$ cat src/teu_pkg.sv
package teu_pkg;

  // ----------------------------------------------------------------
  // Exception types
  // ----------------------------------------------------------------
  localparam int TEU_NUM_TYPES = 5;
  localparam int TEU_EXC_STACK = 0;
  localparam int TEU_EXC_SOFT = 1;
  localparam int TEU_EXC_BRK = 2;
  localparam int TEU_EXC_ILLEGAL = 3;
  localparam int TEU_EXC_HALT = 4;
  typedef logic [TEU_NUM_TYPES-1:0] teu_exc_vec_t;
  localparam teu_exc_vec_t TEU_HALT_MASK = 5'h10;
  localparam teu_exc_vec_t TEU_NO_EXC = 5'h00;

  // ----------------------------------------------------------------
  // Widths
  // ----------------------------------------------------------------
  localparam int TEU_TID_W = 4;
  localparam int TEU_ADDR_W = 8;
  localparam int TEU_ENTRY_LSB = 4;
  localparam int TEU_ENTRY_W = 32 - TEU_ENTRY_LSB;
  localparam logic [TEU_ENTRY_LSB-1:0] TEU_ENTRY_PAD = 4'h0;

  // ----------------------------------------------------------------
  // Register map (byte addresses)
  // ----------------------------------------------------------------
  localparam logic [TEU_ADDR_W-1:0] TEU_OFF_ENTRY = 8'h00;
  localparam logic [3:0] TEU_REG_CTRL = 4'h0;
  localparam logic [3:0] TEU_REG_ENSTAT = 4'h4;
  localparam logic [3:0] TEU_REG_RET = 4'h8;
  localparam int TEU_MASTER_BIT = 0;
  localparam int TEU_EN_LSB = 0;
  localparam int TEU_STAT_LSB = 8;
  localparam logic [31:0] TEU_READ_ZERO = 32'h0000_0000;

  // ----------------------------------------------------------------
  // Thread state
  // ----------------------------------------------------------------
  typedef enum logic [1:0] {
    TEU_ST_APP = 2'b00,
    TEU_ST_ENTER = 2'b01,
    TEU_ST_ROUTINE = 2'b10,
    TEU_ST_LEAVE = 2'b11
  } teu_state_t;

  typedef struct packed {
    teu_state_t st;
    teu_exc_vec_t en;
    teu_exc_vec_t stat;
    logic [31:0] ret;
  } teu_thread_t;

  // ----------------------------------------------------------------
  // Carriers
  // ----------------------------------------------------------------
  typedef struct packed {
    logic read;
    logic write;
    logic [TEU_ADDR_W-1:0] address;
    logic [31:0] writedata;
  } teu_avs_req_t;

  typedef struct packed {
    logic [31:0] readdata;
    logic waitrequest;
  } teu_avs_rsp_t;

  typedef struct packed {
    logic valid;
    logic [TEU_TID_W-1:0] thread;
    teu_exc_vec_t mask;
  } teu_dispatch_t;

  typedef struct packed {
    logic valid;
    logic [TEU_TID_W-1:0] thread;
    teu_exc_vec_t types;
  } teu_event_t;

  typedef struct packed {
    logic valid;
    logic [TEU_ENTRY_W-1:0] addr;
  } teu_entry_load_t;

  typedef struct packed {
    logic valid;
    logic [TEU_TID_W-1:0] thread;
    logic entry;
    logic [31:0] addr;
  } teu_ip_load_t;

endpackage

$ cat src/teu_top.sv
// Behaviour
// - Five exception types; four synchronous from issue, halt asynchronous from a pin.
// - A thread latches only exception types whose enable bit is set.
// - New-thread dispatch loads the delivered mask into that thread's enables.
// - Enables are read/write by software anytime; effect on later recognition.
// - One 32-bit entry pointer per context, loaded at each context switch.
// - Every hardware thread has its own three exception control registers.
// - Hardware and software touch exception bits at exclusive times; no atomics.
// - After an exception is raised, no application instruction issues until return.
// - On entry save thread IP as return pointer, then load entry pointer.
// - Routine keeps the thread's priority, register space and thread state.
// - Register-in-flight dependencies of the thread stay enforced in the routine.
// - Exceptions inside the routine are latched but cause no nested entry.
// - One pending exception per type; repeats are lost until status cleared.
// - Accumulators are not saved or restored by hardware.
// - Channel masks keep their application values on routine entry.
// - Flags, mask stacks and other registers are not preserved by hardware.
// - Status still set at routine exit forces immediate re-entry.
// - Clearing master bit restores return pointer to IP when nothing pending.
// - Return pointer keeps its captured value unless software writes it.
// - Entry pointer is 16-byte aligned; only upper 28 bits are delivered.
module teu_top #(
  parameter int NUM_THREADS = 4
) (
  input wire logic clk,
  input wire logic rstn,
  input wire teu_pkg::teu_avs_req_t avs_req,
  output teu_pkg::teu_avs_rsp_t avs_rsp,
  input wire logic halt_pin,
  input wire teu_pkg::teu_dispatch_t dispatch,
  input wire teu_pkg::teu_entry_load_t entry_load,
  input wire teu_pkg::teu_event_t exc_event,
  input wire logic [NUM_THREADS-1:0][31:0] cur_ip,
  output teu_pkg::teu_ip_load_t ip_load,
  output logic [NUM_THREADS-1:0] app_issue_hold
);
  import teu_pkg::*;

  typedef struct packed {
    teu_thread_t [NUM_THREADS-1:0] th;
    logic [TEU_ENTRY_W-1:0] entry;
    logic halt_s1;
    logic halt_s2;
    logic halt_d;
    teu_avs_rsp_t rsp;
    teu_ip_load_t ipl;
    logic [NUM_THREADS-1:0] hold;
  } teu_regs_t;

  teu_regs_t r;
  teu_regs_t next_r;

  logic halt_rise;
  logic acc_first;
  logic wr_take;
  logic grant_found;
  logic [TEU_TID_W-1:0] grant_tid;
  logic [NUM_THREADS-1:0] wr_ctrl;
  logic [NUM_THREADS-1:0] wr_es;
  logic [NUM_THREADS-1:0] wr_ret;
  logic [NUM_THREADS-1:0] master_clear;

  // ----------------------------------------------------------------
  // Next-state logic
  // ----------------------------------------------------------------
  always_comb begin
    teu_exc_vec_t ev;
    teu_exc_vec_t latch;
    logic [31:0] rd;
    logic hit;
    next_r = r;
    rd = TEU_READ_ZERO;
    ev = TEU_NO_EXC;
    latch = TEU_NO_EXC;
    hit = 1'b0;
    grant_found = 1'b0;
    grant_tid = '0;
    wr_ctrl = '0;
    wr_es = '0;
    wr_ret = '0;
    master_clear = '0;

    // Halt pin crosses in through two flops, edge taken after them
    next_r.halt_s1 = halt_pin;
    next_r.halt_s2 = r.halt_s1;
    next_r.halt_d = r.halt_s2;
    halt_rise = r.halt_s2 & ~r.halt_d;

    // Bus: one wait cycle, then waitrequest low for exactly one cycle
    acc_first = (avs_req.read | avs_req.write) & r.rsp.waitrequest;
    wr_take = avs_req.write & ~r.rsp.waitrequest;
    next_r.rsp.waitrequest = ~acc_first;

    // Per-context entry pointer from the context loader
    if (entry_load.valid) begin
      next_r.entry = entry_load.addr;
    end

    // Lowest numbered thread needing an IP redirect wins this cycle
    for (int t = NUM_THREADS - 1; t >= 0; t--) begin
      if (r.th[t].st == TEU_ST_ENTER || r.th[t].st == TEU_ST_LEAVE) begin
        grant_found = 1'b1;
        grant_tid = TEU_TID_W'(t);
      end
    end

    if (avs_req.address == TEU_OFF_ENTRY) begin
      rd = {r.entry, TEU_ENTRY_PAD};
    end

    for (int t = 0; t < NUM_THREADS; t++) begin
      hit = (avs_req.address[7:4] == 4'(t + 1));
      wr_ctrl[t] = wr_take & hit & (avs_req.address[3:0] == TEU_REG_CTRL);
      wr_es[t] = wr_take & hit & (avs_req.address[3:0] == TEU_REG_ENSTAT);
      wr_ret[t] = wr_take & hit & (avs_req.address[3:0] == TEU_REG_RET);
      master_clear[t] = wr_ctrl[t] & ~avs_req.writedata[TEU_MASTER_BIT];

      if (hit && avs_req.address[3:0] == TEU_REG_CTRL) begin
        rd = 32'(r.th[t].st != TEU_ST_APP);
      end
      if (hit && avs_req.address[3:0] == TEU_REG_ENSTAT) begin
        rd = (32'(r.th[t].stat) << TEU_STAT_LSB) | 32'(r.th[t].en);
      end
      if (hit && avs_req.address[3:0] == TEU_REG_RET) begin
        rd = r.th[t].ret;
      end

      // Gather this thread's events
      ev = TEU_NO_EXC;
      if (exc_event.valid && exc_event.thread == TEU_TID_W'(t)) begin
        ev = exc_event.types & ~TEU_HALT_MASK;
      end
      if (halt_rise) begin
        ev = ev | TEU_HALT_MASK;
      end

      // Software access to enables and status
      if (wr_es[t]) begin
        next_r.th[t].en = avs_req.writedata[TEU_EN_LSB +: TEU_NUM_TYPES];
        next_r.th[t].stat = r.th[t].stat & ~avs_req.writedata[TEU_STAT_LSB +: TEU_NUM_TYPES];
      end
      latch = ev & r.th[t].en;
      // Event beats a clear in the same cycle; repeats merge into one bit
      next_r.th[t].stat = next_r.th[t].stat | latch;

      if (wr_ret[t]) begin
        next_r.th[t].ret = avs_req.writedata;
      end

      case (r.th[t].st)
        TEU_ST_APP: begin
          // Any latched status gives a single entry for all types
          if (|next_r.th[t].stat) begin
            next_r.th[t].st = TEU_ST_ENTER;
            next_r.th[t].ret = cur_ip[t];
          end
        end
        TEU_ST_ENTER: begin
          if (grant_found && grant_tid == TEU_TID_W'(t)) begin
            next_r.th[t].st = TEU_ST_ROUTINE;
          end
        end
        TEU_ST_ROUTINE: begin
          // No nested entry here; exit decided by the master bit, or by a dispatch to this thread
          if (master_clear[t]) begin
            if (|next_r.th[t].stat) begin
              next_r.th[t].st = TEU_ST_ENTER;
            end else begin
              next_r.th[t].st = TEU_ST_LEAVE;
            end
          end
        end
        TEU_ST_LEAVE: begin
          if (grant_found && grant_tid == TEU_TID_W'(t)) begin
            next_r.th[t].st = TEU_ST_APP;
          end
        end
        default: begin
          next_r.th[t].st = TEU_ST_APP;
        end
      endcase

      // Dispatch starts the thread afresh with the kernel's mask
      if (dispatch.valid && dispatch.thread == TEU_TID_W'(t)) begin
        next_r.th[t].en = dispatch.mask;
        next_r.th[t].stat = TEU_NO_EXC;
        next_r.th[t].st = TEU_ST_APP;
      end

      next_r.hold[t] = (next_r.th[t].st != TEU_ST_APP);
    end

    if (acc_first) begin
      next_r.rsp.readdata = rd;
    end

    // Only the IP is redirected, on the same thread slot and priority.
    // Scoreboard, accumulators, channel masks, flags and mask stacks are untouched.
    next_r.ipl.valid = grant_found;
    next_r.ipl.thread = grant_tid;
    next_r.ipl.entry = (r.th[grant_tid].st == TEU_ST_ENTER);
    if (r.th[grant_tid].st == TEU_ST_ENTER) begin
      next_r.ipl.addr = {r.entry, TEU_ENTRY_PAD};
    end else begin
      next_r.ipl.addr = r.th[grant_tid].ret;
    end
  end

  // ----------------------------------------------------------------
  // State register
  // ----------------------------------------------------------------
  always_ff @(posedge clk or negedge rstn) begin
    if (!rstn) begin
      r <= '0;
      r.rsp.waitrequest <= 1'b1;
    end else begin
      r <= next_r;
    end
  end

  assign avs_rsp = r.rsp;
  assign ip_load = r.ipl;
  assign app_issue_hold = r.hold;
endmodule

$ cat config.mk
export PLATFORM = sky130hd
export DESIGN_NAME = teu_top
export DESIGN_NICKNAME = d
export VERILOG_FILES = /design/src/teu_pkg.sv /design/src/teu_top.sv
export SDC_FILE = /design/constraint.sdc
export NUM_CORES = 1
export LEC_CHECK = 0
export ABC_AREA = 1
export BUFFER_PORTS_ARGS = -buffer_cell sky130_fd_sc_hd__buf_2
export CAP_MARGIN = 15
export CORE_UTILIZATION = 60
export DETAILED_ROUTE_END_ITERATION = 7
export PLACE_DENSITY = 0.84
export SLEW_MARGIN = 15
export SYNTH_ARGS = -nofsm -noshare
export SYNTH_HDL_FRONTEND = slang
export SYNTH_SLANG_ARGS = --single-unit
$ cat constraint.sdc
create_clock -name clk -period 4.7 [get_ports clk]
set_input_delay 0.705 -clock clk [delete_from_list [all_inputs] [get_ports clk]]
set_output_delay 0.705 -clock clk [all_outputs]
set_load 0.03 [all_outputs]
==> reports/metrics.csv <==
stage,metric,value,unit
die,chipHeight,162,um
layout,register_area,7010,sq um
critical_path,critPathKind,register to register,
yosys,synth_area_per_cell,7.35,sq um
pwr,vdd_drop_max,0.404,mV
hold_path,hp-class,input pin to async pin,
pwr,powerDensity,642,nW/um^2
route,ant_nets,0,
cts,cts_inserted_buffers,31,
route,wl_per_cell,20.8,um
timing,period_needed,3.31,ns
die,fp-row-count,58,
route,drt_pass1_iterations,8,
route,via_count,15900,
cts,clockBufferDepth,3,
yosys,synth_ff_type,dfrtp_1,
global_routing,grt.total_usage,41.7,%
route,drc,1,
die,die_w,162,um
global_routing,antenna_found_initial,2,
die,coreArea,25100,sq um
yosys,syn_inst,2087,
timing,rsz0062_at_grt,no,
yosys,ys_ff_latch,280,
route,drt_iter0_drc,2527,
cts,clock-root-buffer,clkbuf_16,
yosys,ys_types,44,
layout,nets,2486,
critical_path,required,5.17,ns
global_routing,grt_max_degree,129,
yosys,seq_area_frac_synth,45.7,%
cts,cts_hold_buf,0,
critical_path,worstReg2RegEnd,ip_load[27]$_DFF_PN0_,
layout,areaGrowthSynthToFinish,13.9,%
cts,htreeDepth,1,
global_routing,first_global_vias,15000,
timing,slew_violations,0,
timing,setup_viol,0,
job,drv_cap,0,
critical_path,critPathBufInv,2,
run_status,status,"finished, violations left",
run_status,violations,design-rule violations,
layout,final_util,69.6,%
critical_path,crit_arrival,3.77,ns
placement,place_congestion,1.02,
pwr,leakagePower,9.14,nW
layout,fillers,2126,
yosys,netlist_area,15300,sq um
timing,worst_pin_slew,1.22,ns
die,start_util,61.1,%
critical_path,r2r_start,r[280]$_DFF_PN0_,
cts,cts_tree,yes,
route,wl,54600,um
timing,fmax,302,MHz
critical_path,cp-end-kind,register,
critical_path,worst_path_max_delay_cell,o21ai_2,
critical_path,path_max_fanout,25,
cts,clkSinkCount,280,
critical_path,worstPathCellList,o21ai_2 -> inv_2 -> a21oi_1 -> o21ai_1 -> nand2_2 -> buf_4 -> nor2_1 -> a41oi_1,
global_routing,grt_overflow,0,
yosys,synthArstFlopShare,100,%
timing,max_slew_margin,18.6,%
cts,worstSkewPairLatency,0.58,ns
global_routing,grt_first_pass_wirelength,82800,um
die,die_area,26200,sq um
critical_path,path_delay_family,compound AO/OA/AOI/OAI gates,
cts,clkTransAtPathRegs,0.06,ns
critical_path,slowest_delay,0.82,ns
yosys,yosysWarnings,0,
yosys,synth_edf_count,0,
placement,io_buffers,293,
cts,cts_resized,0,
layout,multiInputGateArea,6670,sq um
timing,clock_skew,0.0138,ns
critical_path,critPathLaunchType,register,
die,boundaryPins,297,
placement,hpwl,35600,um
timing,setup_tns,0,ns
timing,finalHoldViolCount,0,
layout,drive_above_1_share,18.5,%
route,via_per_inst,6.05,
cts,cts_setup_buffers,0,
critical_path,r2r_setup_slack,1.39,ns
timing,finalCritPeriodShare,70.4,%
critical_path,reg2reg_depth,8,
cell families (layout without fill, tap and decap cells):
kind of cell	after synthesis	in the layout	share of synthesized area [%]
AND/OR/NAND/NOR	1046	1046	27.5
AO/OA/AOI/OAI	408	408	15.6
buffers and inverters	351	551	11.1
flip-flops	280	280	45.7
other	1	5	0.0244
multiplexers	1	1	0.0734
registers in the layout (all words and copies together), names as in the netlist:
register        cells
app_issue_hold      4
next_r              2
ip_load            36
r                 205
avs_rsp            33
cell type report:
| type | instances | share of cell area, % |
|---|---|---|
| clock buffer | 47 | 5.19 |
| sequential | 280 | 40.1 |
| tap | 330 | 2.36 |
| antenna | 3 | 0.0430 |
| inverter | 172 | 3.70 |
| timing repair buffer | 322 | 9.91 |
| multi-input combinational | 1457 | 38.2 |
| clock inverter | 10 | 0.473 |
worst max path at each step:
stage,cells after the start,from,slack [ns],end
3_3_place_gp,10,avs_req[32],1.48,r[132]$_DFF_PN0_
4_1_cts,8,r[236]$_DFF_PN0_,1.54,ip_load[27]$_DFF_PN0_
3_5_place_dp,10,avs_req[37],1.40,r[136]$_DFF_PN0_
2_1_floorplan,13,avs_req[32],2.55,r[151]$_DFF_PN0_
5_1_grt,8,r[236]$_DFF_PN0_,1.24,ip_load[27]$_DFF_PN0_
6_report,8,r[280]$_DFF_PN0_,1.39,ip_load[27]$_DFF_PN0_
power breakdown:
part	internal (W)	leakage [nW]	switching [W]	total [W]
clock network	0.00138	0.494	0.00101	0.00239
logic	0.00146	5.18	0.00341	0.00487
registers	0.00331	3.47	0.000657	0.00397
total	0.00615	9.14	0.00508	0.0112
metrics by stage:
stage / total power, W / worst slack (ns) / instances / instance area [sq um] / hold slack (ns)
after floorplan: 0.00739 / 2.55 / 2088 / 15300 / 0.331
after global routing: 0.0118 / 1.24 / 2620 / 17500 / 0.247
after detailed placement: 0.00862 / 1.40 / 2560 / 16500 / 0.361
after CTS: 0.0110 / 1.54 / 2617 / 17400 / 0.254
final: 0.0112 / 1.39 / 2621 / 17500 / 0.186
after global placement: 0.00846 / 1.48 / 2560 / 16500 / 0.334
Yosys cell counts, types with 2 or more instances:
| master | instances | area [sq um] |
|---|---|---|
| o221ai_1 | 2 | 17.5 |
| buf_4 | 83 | 623 |
| o21ai_0 | 214 | 1070 |
| o211ai_1 | 24 | 180 |
| a41oi_1 | 29 | 254 |
| buf_6 | 6 | 67.6 |
| nand4_1 | 9 | 56.3 |
| nor3_1 | 19 | 95.1 |
| buf_1 | 6 | 22.5 |
| clkbuf_1 | 62 | 233 |
| inv_2 | 18 | 67.6 |
| nor2_4 | 6 | 67.6 |
| o2111ai_1 | 6 | 52.6 |
| dfrtp_1 | 279 | 6980 |
| clkinv_1 | 2 | 7.51 |
| o311ai_0 | 8 | 70.1 |
| inv_1 | 152 | 571 |
| a221o_1 | 8 | 80.1 |
| nand3_1 | 92 | 460 |
| nand3_2 | 5 | 50.1 |
| a221oi_1 | 8 | 70.1 |
| a21oi_1 | 54 | 270 |
| nand2_2 | 8 | 50.1 |
| o21ai_1 | 31 | 155 |
| nand2_1 | 804 | 3020 |
| nor2_1 | 97 | 364 |
| buf_2 | 22 | 110 |
| o22ai_1 | 17 | 106 |
metal layers:
metal	vias to the layer above	track usage [%]	part of all wire, %
met4	0	23.5	5.7
met1	7296	56.8	38
met5	-	0	0
met2	1268	62.4	43
li1	7062	-	-
met3	244	8.25	13
cells in the final DEF, fill, tap and decap left out, drive strengths merged, types with 17 or more instances in the layout:
cell / instances
buf: 322
nor2: 105
dfrtp: 279
nand2: 812
inv: 172
nor3: 19
clkbuf: 47
a21oi: 55
a41oi: 29
o22ai: 17
o21ai: 246
nand3: 98
o211ai: 24
No activity file was read; power rests on OpenSTA's default activity.
